**src/snd_pkg.sv**
```systemverilog
package snd_pkg;

    // ************************************************************
    // instruction fields (bit 0 of the field numbering is the lsb)
    // ************************************************************
    localparam int INSTR_W = 32;
    localparam int SPR_W = 10;
    localparam int PRIMARY_MSB = 31;
    localparam int PRIMARY_LSB = 26;
    localparam int FIELD_HI_MSB = 15;
    localparam int FIELD_HI_LSB = 11;
    localparam int FIELD_LO_MSB = 20;
    localparam int FIELD_LO_LSB = 16;
    localparam int XO_MSB = 10;
    localparam int XO_LSB = 1;
    localparam int XO_IGNORED_BIT = 6;

    localparam logic [5:0] OPC_EXTENDED = 6'h1F;
    localparam logic [9:0] XO_READ_SPR = 10'h153;
    localparam logic [9:0] XO_WRITE_SPR = 10'h1D3;
    localparam logic [9:0] XO_READ_TIME = 10'h173;
    localparam logic [9:0] XO_IGNORE_MASK = 10'h3DF;

    // ************************************************************
    // register numbers
    // ************************************************************
    localparam logic [9:0] NUM_FIXED_EXCEPT = 10'h001;
    localparam logic [9:0] NUM_LINK = 10'h008;
    localparam logic [9:0] NUM_COUNT = 10'h009;
    localparam logic [9:0] NUM_FAULT_LO = 10'h012;
    localparam logic [9:0] NUM_FAULT_HI = 10'h013;
    localparam logic [9:0] NUM_DECREMENTER = 10'h016;
    localparam logic [9:0] NUM_SAVE_LO = 10'h019;
    localparam logic [9:0] NUM_SAVE_HI = 10'h01B;
    localparam logic [9:0] NUM_TIME_BASE_LOWER_RD = 10'h10C;
    localparam logic [9:0] NUM_TIME_BASE_UPPER_RD = 10'h10D;
    localparam logic [9:0] NUM_SCRATCH_LO = 10'h110;
    localparam logic [9:0] NUM_SCRATCH_HI = 10'h113;
    localparam logic [9:0] NUM_EXT_ACCESS = 10'h11A;
    localparam logic [9:0] NUM_TIME_BASE_LOWER_WR = 10'h11C;
    localparam logic [9:0] NUM_TIME_BASE_UPPER_WR = 10'h11D;
    localparam logic [9:0] NUM_PROCESSOR_VERSION = 10'h11F;
    localparam logic [9:0] NUM_XLAT_A_LO = 10'h210;
    localparam logic [9:0] NUM_XLAT_A_HI = 10'h21F;
    localparam logic [9:0] NUM_XLAT_B_LO = 10'h230;
    localparam logic [9:0] NUM_XLAT_B_HI = 10'h23F;
    localparam logic [9:0] NUM_THERMAL_AUX = 10'h398;
    localparam logic [9:0] NUM_RESERVED_LO = 10'h399;
    localparam logic [9:0] NUM_RESERVED_HI = 10'h39C;
    localparam logic [9:0] NUM_USER_VIEW_LO = 10'h3A8;
    localparam logic [9:0] NUM_USER_VIEW_HI = 10'h3AE;
    localparam logic [9:0] NUM_MONITOR_LO = 10'h3B8;
    localparam logic [9:0] NUM_MONITOR_HI = 10'h3BE;
    localparam logic [9:0] NUM_HW_CFG_LO = 10'h3F0;
    localparam logic [9:0] NUM_HW_CFG_HI = 10'h3F2;
    localparam logic [9:0] NUM_DATA_BREAK = 10'h3F5;
    localparam logic [9:0] NUM_CACHE_CFG_LO = 10'h3F8;
    localparam logic [9:0] NUM_CACHE_CFG_HI = 10'h3F9;
    localparam logic [9:0] NUM_THERMAL_LO = 10'h3FB;
    localparam logic [9:0] NUM_THERMAL_HI = 10'h3FE;

    // ************************************************************
    // reset values
    // ************************************************************
    localparam logic [9:0] RST_SPR_NUM = 10'h000;

    // ************************************************************
    // access classes
    // ************************************************************
    typedef enum logic [2:0] {
        SND_ACC_NONE    = 3'b000,
        SND_ACC_USER_RW = 3'b001,
        SND_ACC_USER_RO = 3'b010,
        SND_ACC_SUP_RW  = 3'b011,
        SND_ACC_SUP_RO  = 3'b100,
        SND_ACC_SUP_WO  = 3'b101,
        SND_ACC_SUP_RSV = 3'b110
    } snd_acc_t;

endpackage

```
**src/snd_field_split.sv**
```systemverilog
`timescale 1ns/1ps
`default_nettype none

module snd_field_split
    import snd_pkg::*;
(
    // instruction
    input wire logic [INSTR_W-1:0] instr,
    // decoded fields
    output logic [SPR_W-1:0] spr_num,
    output logic is_read,
    output logic is_write
);

    wire [5:0] primary = instr[PRIMARY_MSB:PRIMARY_LSB];
    wire [9:0] xo_masked = instr[XO_MSB:XO_LSB] & XO_IGNORE_MASK;
    wire is_ext = (primary == OPC_EXTENDED);

    // halves are swapped in the encoding
    assign spr_num = {instr[FIELD_HI_MSB:FIELD_HI_LSB], instr[FIELD_LO_MSB:FIELD_LO_LSB]};
    // the time read differs only in the ignored bit, so both fall here
    assign is_read = is_ext && (xo_masked == (XO_READ_SPR & XO_IGNORE_MASK));
    assign is_write = is_ext && (instr[XO_MSB:XO_LSB] == XO_WRITE_SPR);

endmodule

`default_nettype wire

```
**src/snd_decoder.sv**
```systemverilog
`timescale 1ns/1ps
`default_nettype none

//Overview of operation
// - register number is bits 11-15 high, bits 16-20 low, halves swapped
// - time-base writes only by move-to in supervisor, numbers 284 and 285
// - user may read time-base halves by either read form, 268 and 269
// - number 287 version register is supervisor read-only; writes never alter it
// - number 920 thermal aux register is supervisor read-only; no writes
// - instruction bit 6 ignored in the read forms only; time read and register read behave alike
module snd_decoder
    import snd_pkg::*;
#(
    parameter int INSTR_WIDTH = INSTR_W
)
(
    // clock and reset
    input wire logic core_clk,
    input wire logic rst_n,
    // instruction stream
    input wire logic dec_valid,
    input wire logic [INSTR_WIDTH-1:0] dec_instr,
    input wire logic operating_env_level,
    // register select
    output logic out_valid_r,
    output logic [SPR_W-1:0] spr_num_r,
    output logic [2:0] acc_class_r,
    output logic rd_en_r,
    output logic wr_en_r,
    // time base select
    output logic time_base_lower_rd_r,
    output logic time_base_upper_rd_r,
    output logic time_base_lower_wr_r,
    output logic time_base_upper_wr_r,
    // exceptions
    output logic priv_fault_r,
    output logic illegal_r
);

    // ************************************************************
    // elaboration check
    // ************************************************************
    if (INSTR_WIDTH != INSTR_W)
    begin : g_width_check
        $error("snd_decoder: instruction width must be 32");
    end

    // ************************************************************
    // field extraction
    // ************************************************************
    logic [SPR_W-1:0] num;
    logic is_read;
    logic is_write;

    // halves swapped and the read forms merged in the splitter
    snd_field_split snd_field_split_i (
        .instr(dec_instr),
        .spr_num(num),
        .is_read(is_read),
        .is_write(is_write)
    );

    // ************************************************************
    // number classification
    // ************************************************************
    wire in_user_rw = (num == NUM_FIXED_EXCEPT) || (num == NUM_LINK) || (num == NUM_COUNT);

    wire in_fault = (num >= NUM_FAULT_LO) && (num <= NUM_FAULT_HI);
    wire in_save = (num >= NUM_SAVE_LO) && (num <= NUM_SAVE_HI);
    wire in_scratch = (num >= NUM_SCRATCH_LO) && (num <= NUM_SCRATCH_HI);
    wire in_xlat_a = (num >= NUM_XLAT_A_LO) && (num <= NUM_XLAT_A_HI);
    wire in_xlat_b = (num >= NUM_XLAT_B_LO) && (num <= NUM_XLAT_B_HI);
    wire in_monitor = (num >= NUM_MONITOR_LO) && (num <= NUM_MONITOR_HI);
    wire in_hw_cfg = (num >= NUM_HW_CFG_LO) && (num <= NUM_HW_CFG_HI);
    wire in_cache_cfg = (num >= NUM_CACHE_CFG_LO) && (num <= NUM_CACHE_CFG_HI);
    wire in_thermal = (num >= NUM_THERMAL_LO) && (num <= NUM_THERMAL_HI);
    wire in_sup_single = (num == NUM_DECREMENTER) || (num == NUM_EXT_ACCESS)
        || (num == NUM_DATA_BREAK);
    wire in_sup_rw = in_fault || in_save || in_scratch || in_xlat_a || in_xlat_b
        || in_monitor || in_hw_cfg || in_cache_cfg || in_thermal || in_sup_single;

    // version and thermal aux: readable in supervisor only
    wire in_sup_ro = (num == NUM_PROCESSOR_VERSION) || (num == NUM_THERMAL_AUX);

    wire is_tbl_rd = (num == NUM_TIME_BASE_LOWER_RD);
    wire is_tbu_rd = (num == NUM_TIME_BASE_UPPER_RD);
    wire in_user_view = (num >= NUM_USER_VIEW_LO) && (num <= NUM_USER_VIEW_HI);
    wire in_user_ro = is_tbl_rd || is_tbu_rd || in_user_view;

    wire is_tbl_wr = (num == NUM_TIME_BASE_LOWER_WR);
    wire is_tbu_wr = (num == NUM_TIME_BASE_UPPER_WR);
    wire in_sup_wo = is_tbl_wr || is_tbu_wr;

    // reserved block may be read but writes are dropped, so a stray
    // move-to cannot disturb contents software must preserve
    wire in_reserved = (num >= NUM_RESERVED_LO) && (num <= NUM_RESERVED_HI);

    wire known = in_user_rw || in_sup_rw || in_sup_ro || in_user_ro || in_sup_wo
        || in_reserved;
    wire need_sup = in_sup_rw || in_sup_ro || in_sup_wo || in_reserved;
    wire read_ok = in_user_rw || in_sup_rw || in_sup_ro || in_user_ro || in_reserved;
    wire write_ok = in_user_rw || in_sup_rw || in_sup_wo;

    // ************************************************************
    // grant and fault
    // ************************************************************
    wire is_move = dec_valid && (is_read || is_write);
    // privilege fault wins over direction errors
    wire priv_hit = is_move && known && need_sup && !operating_env_level;
    wire grant_rd = dec_valid && is_read && known && read_ok && !priv_hit;
    // no write to read-only numbers, time base only through move-to
    wire grant_wr = dec_valid && is_write && known && write_ok && !priv_hit;
    wire illegal_hit = is_move && !priv_hit && !grant_rd && !grant_wr;

    snd_acc_t acc_class;
    assign acc_class = in_user_rw ? SND_ACC_USER_RW :
                       in_user_ro ? SND_ACC_USER_RO :
                       in_sup_rw ? SND_ACC_SUP_RW :
                       in_sup_ro ? SND_ACC_SUP_RO :
                       in_sup_wo ? SND_ACC_SUP_WO :
                       in_reserved ? SND_ACC_SUP_RSV : SND_ACC_NONE;

    // ************************************************************
    // next values
    // ************************************************************
    wire out_valid_nxt = is_move;
    wire [SPR_W-1:0] spr_num_nxt = num;
    wire [2:0] acc_class_nxt = acc_class;
    wire rd_en_nxt = grant_rd;
    wire wr_en_nxt = grant_wr;
    wire priv_fault_nxt = priv_hit;
    wire illegal_nxt = illegal_hit;
    wire time_base_lower_rd_nxt = grant_rd && is_tbl_rd;
    wire time_base_upper_rd_nxt = grant_rd && is_tbu_rd;
    wire time_base_lower_wr_nxt = grant_wr && is_tbl_wr;
    wire time_base_upper_wr_nxt = grant_wr && is_tbu_wr;

    // ************************************************************
    // output stage
    // ************************************************************
    // one short process per output keeps each reset value beside its update
    always_ff @(posedge core_clk or negedge rst_n)
    begin
        if (!rst_n)
            out_valid_r <= 1'b0;
        else
            out_valid_r <= out_valid_nxt;
    end

    always_ff @(posedge core_clk or negedge rst_n)
    begin
        if (!rst_n)
            spr_num_r <= RST_SPR_NUM;
        else
            spr_num_r <= spr_num_nxt;
    end

    always_ff @(posedge core_clk or negedge rst_n)
    begin
        if (!rst_n)
            acc_class_r <= SND_ACC_NONE;
        else
            acc_class_r <= acc_class_nxt;
    end

    always_ff @(posedge core_clk or negedge rst_n)
    begin
        if (!rst_n)
            rd_en_r <= 1'b0;
        else
            rd_en_r <= rd_en_nxt;
    end

    always_ff @(posedge core_clk or negedge rst_n)
    begin
        if (!rst_n)
            wr_en_r <= 1'b0;
        else
            wr_en_r <= wr_en_nxt;
    end

    always_ff @(posedge core_clk or negedge rst_n)
    begin
        if (!rst_n)
            priv_fault_r <= 1'b0;
        else
            priv_fault_r <= priv_fault_nxt;
    end

    always_ff @(posedge core_clk or negedge rst_n)
    begin
        if (!rst_n)
            illegal_r <= 1'b0;
        else
            illegal_r <= illegal_nxt;
    end

    always_ff @(posedge core_clk or negedge rst_n)
    begin
        if (!rst_n)
            time_base_lower_rd_r <= 1'b0;
        else
            time_base_lower_rd_r <= time_base_lower_rd_nxt;
    end

    always_ff @(posedge core_clk or negedge rst_n)
    begin
        if (!rst_n)
            time_base_upper_rd_r <= 1'b0;
        else
            time_base_upper_rd_r <= time_base_upper_rd_nxt;
    end

    always_ff @(posedge core_clk or negedge rst_n)
    begin
        if (!rst_n)
            time_base_lower_wr_r <= 1'b0;
        else
            time_base_lower_wr_r <= time_base_lower_wr_nxt;
    end

    always_ff @(posedge core_clk or negedge rst_n)
    begin
        if (!rst_n)
            time_base_upper_wr_r <= 1'b0;
        else
            time_base_upper_wr_r <= time_base_upper_wr_nxt;
    end

endmodule

`default_nettype wire

```
**config.mk**
```make
export PLATFORM = sky130hd
export DESIGN_NAME = snd_decoder
export DESIGN_NICKNAME = d
export VERILOG_FILES = /design/src/snd_pkg.sv /design/src/snd_field_split.sv /design/src/snd_decoder.sv
export SDC_FILE = /design/constraint.sdc
export NUM_CORES = 1
export LEC_CHECK = 0
export BUFFER_PORTS_ARGS = -buffer_cell sky130_fd_sc_hd__buf_2
export CAP_MARGIN = 10
export CORE_AREA = 2 2 54 56
export DETAILED_ROUTE_END_ITERATION = 8
export DIE_AREA = 0 0 56 58
export GPL_TIMING_DRIVEN = 0
export PLACE_DENSITY = 0.76
export SLEW_MARGIN = 20
export SYNTH_ARGS = -nofsm -noshare
export SYNTH_HDL_FRONTEND = slang
export SYNTH_HIERARCHICAL = 1
export SYNTH_SLANG_ARGS = --single-unit
export TNS_END_PERCENT = 30
```
**constraint.sdc**
```tcl
create_clock -name core_clk -period 0.8 [get_ports core_clk]
set_clock_uncertainty 0.05 [all_clocks]
set_input_delay 0 -clock core_clk [delete_from_list [all_inputs] [get_ports core_clk]]
set_output_delay 0 -clock core_clk [all_outputs]
set_load 0.05 [all_outputs]
```
=== After elaboration in Yosys (flattened, before gate mapping) ===
Index checks and enable logic that the tools add are counted.

* Register bits: 22
* Latch bits: 0
* Memory bits (writable): 0
* ROM bits: 0
* Input bits: 36
* Output and inout bits: 22
* Logic and storage cells: 118
* Memories: 0

* $add $sub $neg: 0
* Multiply operators: 0
* Div/mod/pow operators: 0
* Magnitude comparators: 22
* Eq/ne operators: 15
* Shift-type cells: 0
* Mux-type cells: 6
* Bitwise logic cells: 0
* Reduce and logical (&&, ||, !) cells: 64

{| class="wikitable"
|+ Operators by type and width
! operator !! count
|-
| $ge 10x10->1 const B || 8
|-
| $le 10x10->1 const B || 8
|-
| $eq 10x9->1 const B || 7
|-
| $logic_and 1x1->1 || 32
|-
| $logic_or 1x1->1 || 28
|-
| $eq 10x10->1 const B || 2
|-
| $eq 10x4->1 const B || 2
|-
| $ge 10x5->1 const B || 2
|-
| $le 10x5->1 const B || 2
|-
| $mux 3 || 6
|-
| $eq 10x1->1 const B || 1
|-
| $eq 10x5->1 const B || 1
|-
| $ge 10x9->1 const B || 1
|-
| $le 10x9->1 const B || 1
|-
| $eq 9x8->1 const B || 1
|-
| $eq 6x5->1 const B || 1
|-
| $logic_not 1->1 || 4
|}

=== Logic depth before layout (Yosys ltp) ===
* Depth after elaboration: 24
* Mapped depth: 8
* Gate-level depth less buffers: 6

=== Modules after synthesis ===
The synthesis kept the hierarchy.

{| class="wikitable"
|+ By module, submodules not included
! module !! instances !! cells an instance !! area an instance (um^2) !! seq. area each (um^2)
|-
| snd_decoder || 1 || 97 || 1011.0 || 550.5
|-
| snd_field_split || 1 || 17 || 132.6 || 0.0
|}

=== Worst setup path after synthesis ===
No wires, ideal clock.

* Kind: input-to-reg
* From: input dec_instr[16]
* To: register priv_fault_r
* Library setup time: 0.120 ns
* Data arrival time: 1.573 ns
* Required time: 0.630 ns
* Setup slack: -0.943 ns
* Stages: 8
* Buffers on the path: 2
* Cells stage by stage: buf_4 > buf_6 > or2_4 > nand4_1 > a31oi_1 > or4_1 > o21ba_2 > and2_2

* Word-level cells in the longest chain between the ends: 19
* Elaborated cells between the ends (all ways): 73

{| class="wikitable"
|+ Ends and longest elaborated chain
! what !! RTL line !! text
|-
| from (decl) || snd_decoder.sv:22 || <nowiki>input wire logic [INSTR_WIDTH-1:0] dec_instr,</nowiki>
|-
| $ge 10x5->1 (tied with other cells) || snd_decoder.sv:68 || <nowiki>wire in_fault = (num >= NUM_FAULT_LO) && (num <= NUM_FAULT_HI);</nowiki>
|-
| $logic_and 1x1->1, on equally long branches || snd_decoder.sv:68, snd_decoder.sv:69 ||
|-
| $logic_or 1x1->1 (4 in series) || snd_decoder.sv:79 || <nowiki>wire in_sup_rw = in_fault || in_save || in_scratch || in_xlat_a || in_xlat_b</nowiki>
|-
| $logic_or 1x1->1 (5 in series) || snd_decoder.sv:80 || <nowiki>|| in_monitor || in_hw_cfg || in_cache_cfg || in_thermal || in_sup_single;</nowiki>
|-
| $logic_or 1x1->1 (4 in series) || snd_decoder.sv:98 || <nowiki>wire known = in_user_rw || in_sup_rw || in_sup_ro || in_user_ro || in_sup_wo</nowiki>
|-
| $logic_or 1x1->1 || snd_decoder.sv:99 || <nowiki>|| in_reserved;</nowiki>
|-
| $logic_and 1x1->1 || snd_decoder.sv:109 || <nowiki>wire priv_hit = is_move && known && need_sup && !operating_env_level;</nowiki>
|-
| $logic_and 1x1->1 (*) (2 in series) || snd_decoder.sv:109 ||
|-
| named net priv_fault_nxt || snd_decoder.sv:131 || <nowiki>wire priv_fault_nxt = priv_hit;</nowiki>
|-
| to (signal assigned) || snd_decoder.sv:187 || <nowiki>priv_fault_r <= priv_fault_nxt;</nowiki>
|-
| to (decl) || snd_decoder.sv:36 || <nowiki>output logic priv_fault_r,</nowiki>
|}

Mark *: on every way through the listed nets, which the timed path passes. The rest lies on a longest branch.

=== Final worst setup path ===
Ends and elaborated chain as after synthesis.

==> impl_metrics.env <==
export IMPL_outcome="finished with violations"
export IMPL_violations="hold timing, setup timing"
export IMPL_port_buffers=41
export IMPL_cts_sinks=22
export IMPL_finalHoldViolCount=1
export IMPL_multi_input_area_sq_um=583.1
export IMPL_layout_cells_non_filler=209
export IMPL_fin_crit_ns=1.462
export IMPL_synth_distinct_cells=39
export IMPL_seq_power_share_pct=49.1
export IMPL_ys_flop_type="dfrtp_1"
export IMPL_cts_buffers=3
export IMPL_min_to="out_valid_r$_DFF_PN0_"
export IMPL_synth_most_common_cell="dfrtp_1"
export IMPL_fmax_ghz=0.6838
export IMPL_yosysSeqAreaShare_pct=48.14
export IMPL_cellLeakagePower_nw=0.8633
export IMPL_startpoint_type="input port"
export IMPL_yosysWarnings=6
export IMPL_crit_family="simple AND/OR/NAND/NOR gates"
export IMPL_yosysTopAreaCellShare_pct=48.14
export IMPL_grt_pass1_wl_mm=4.954
export IMPL_dieHeight_um=58
export IMPL_drtPass1Iterations=4
export IMPL_via_count=1174
export IMPL_cp_slowest_cell="or4_4"
export IMPL_grt_pass1_vias=1091
export IMPL_tightestPinTransition_ns=0.5407
export IMPL_required_ns=0.96
export IMPL_drc_errors=0
export IMPL_ir_drop_mv=1.097
export IMPL_cts_tree="done"
export IMPL_gp_congestion=0.9024
export IMPL_antennaDiodeCount=0
export IMPL_drv_slew=0
export IMPL_hpwl_mm=2.080
export IMPL_whs_ns=-0.08613
export IMPL_nets=215
export IMPL_crit_buf_inv=2
export IMPL_worst_setup_path_type="in -> reg"
export IMPL_clk_pin_slew_ns=0.12
export IMPL_cp_data_arrival_time_ns=1.62
export IMPL_whs_path_depth=3
export IMPL_cts_buffer_depth=2
export IMPL_p_sw_mw=0.6624
export IMPL_clkPwrFrac_pct=25.8
export IMPL_critPathMaxStageDelay_ns=0.54
export IMPL_grt_max_degree=23
export IMPL_drive_gt1_share_pct=47.75
export IMPL_min_from="dec_valid"
export IMPL_post_synth_top_area_cell="dfrtp_1"
export IMPL_antenna_found_initial=0
export IMPL_critPathCaptureType="flip-flop"
export IMPL_ant_nets=0
export IMPL_internal_power_mw=1.694
export IMPL_rsz0062_at_grt="yes"
export IMPL_overflow=0
export IMPL_synth_edff_count=0
export IMPL_hold_buffers=11
export IMPL_power_density_nw_per_um2=1256
export IMPL_grtUsageTotal_pct=19.59
export IMPL_finalCritPeriodShare_pct=182.8
export IMPL_cp_cell_sequence="buf_8 -> buf_8 -> nor2_4 -> o21ai_1 -> o211a_1 -> or4_4 -> o21ba_4 -> and2_2"
export IMPL_path_common_cell="buf_8"
export IMPL_crit_fanout=7
export IMPL_regArea_sq_um=550.5
export IMPL_core_sq_um=2663
export IMPL_synth_seq_cells=22
export IMPL_synthCells=114
export IMPL_syn_avg_cell_area_sq_um=10.03
export IMPL_die_w_um=56
export IMPL_placedCellCount=186
export IMPL_wl_mm=3.387
export IMPL_viasPerCell=5.617
export IMPL_setup_ws_ns=-0.6624
export IMPL_slew_headroom_pct=63.62
export IMPL_setup_violations=33
export IMPL_start_util_pct=42.95
export IMPL_pwr_share_comb_pct=25.2
export IMPL_synth_common_cells="dfrtp_1, buf_4, nand2_1, nor2_1, nor4_1"
export IMPL_fillers=169
export IMPL_design_die_area_sq_um=3248
export IMPL_synth_area_leaders="dfrtp_1, buf_4, nand4b_1"
export IMPL_initialDrtViolationCount=50
export IMPL_routedWlPerCell_um=16.21
export IMPL_hp_class="in -> reg"
export IMPL_area_growth_pct=64.00
export IMPL_switching_share_pct=28.12
export IMPL_async_reset_ff_share_pct=100.0
export IMPL_syn_area_sq_um=1144
export IMPL_htree_levels=1
export IMPL_maxCapViolations=0
export IMPL_synthesis_nets=150
export IMPL_io_pins=58
export IMPL_root_buffer="clkbuf_4"
export IMPL_rows=19
[flip-flops by register name (all words and copies together), names as in the netlist]
signal	flops
out_valid_r	1
time_base_upper_wr_r	1
time_base_upper_rd_r	1
time_base_lower_rd_r	1
spr_num_r	10
priv_fault_r	1
acc_class_r	3
wr_en_r	1
illegal_r	1
rd_en_r	1
time_base_lower_wr_r	1
[cells in the final DEF, fill, tap and decap left out, types with 2 or more instances in the layout]
master	netlist	layout
dlygate4sd3_1	0	11
nor4_1	7	4
buf_8	0	3
and4b_1	4	4
o21ai_0	5	3
nand2_1	9	9
nor3_1	3	3
nand4b_1	5	5
clkbuf_4	0	3
buf_6	1	26
buf_4	11	16
nand3_1	5	4
o21ai_1	0	2
buf_2	2	19
dfrtp_1	22	22
nor4_4	0	3
nor2_1	9	7
o21a_1	2	2
[power by group through the flow]
stage | Combinational, mW | Clock (mW) | Sequential (mW)
floorplan | 0.191 | 0 | 1.28
global placement | 0.432 | 0 | 1.17
detailed placement | 0.442 | 0 | 1.17
CTS | 0.550 | 0.594 | 1.16
global route | 0.627 | 0.670 | 1.16
finish | 0.593 | 0.607 | 1.16
[worst min-delay path: cells and delay by family]
family | cells | cell delay (ns)
buf+inv | 2 | 0.17
compound gates | 1 | 0.07
[routing by layer]
metal  wire length [um]  part of all wire [%]  GRT usage (%)  up-vias
li1                   -                     -              -      538
met2               1656                    49          31.93       58
met4                126                   3.7          11.90        0
met1               1413                    42          24.39      565
met5                  0                     0              0        -
met3                190                   5.6          3.571       13
[per-stage QoR]
step           power, mW  TNS, ns  util (%)  setup slack, ns  cell area (sq um)
6_report           2.356   -7.458     70.44          -0.6624               1876
3_5_place_dp       1.611   -9.955     53.48           -1.051               1424
4_1_cts            2.300   -7.175     67.06          -0.6338               1785
2_1_floorplan      1.475   -7.389         -          -0.8418               1180
3_3_place_gp       1.600   -9.907     53.48           -1.058               1424
5_1_grt            2.456   -8.665     70.44          -0.6911               1876
[how the worst max path moves through the flow]
stage / startpoint / to / slack [ns] / cells after the start
floorplan: dec_instr[16] / priv_fault_r$_DFF_PN0_ / -0.84 / 8
global placement: dec_instr[16] / illegal_r$_DFF_PN0_ / -1.06 / 8
detailed placement: dec_instr[16] / illegal_r$_DFF_PN0_ / -1.05 / 8
CTS: dec_instr[16] / time_base_lower_wr_r$_DFF_PN0_ / -0.63 / 8
global route: dec_instr[16] / time_base_lower_wr_r$_DFF_PN0_ / -0.69 / 8
finish: dec_instr[16] / priv_fault_r$_DFF_PN0_ / -0.66 / 8
[area by class of cell]
cell class	instances	share of cell area (%)
plain buffers	15	8.005
clock buffers	4	1.935
inverters	1	0.2001
repair buffers	60	27.35
flip-flops and latches	22	29.35
well taps	31	2.068
multi-input cells	76	31.09
[kinds of logic after synthesis]
family,share of synthesized area [%]
DFF,48.14
and+or+nand+nor,31.51
AOI/OAI and AO/OA,10.50
buffers and inverters,9.846
[repair_timing]
action                                 in CTS  in global routing
setup buffers                               4                  4
gates resized for setup                    54                 12
gates cloned                                0                  0
pin swaps                                   2                 11
setup endpoints to repair                  33                 33
endpoints found under the hold margin      35                  1
No activity file was read; power rests on OpenSTA's default activity.
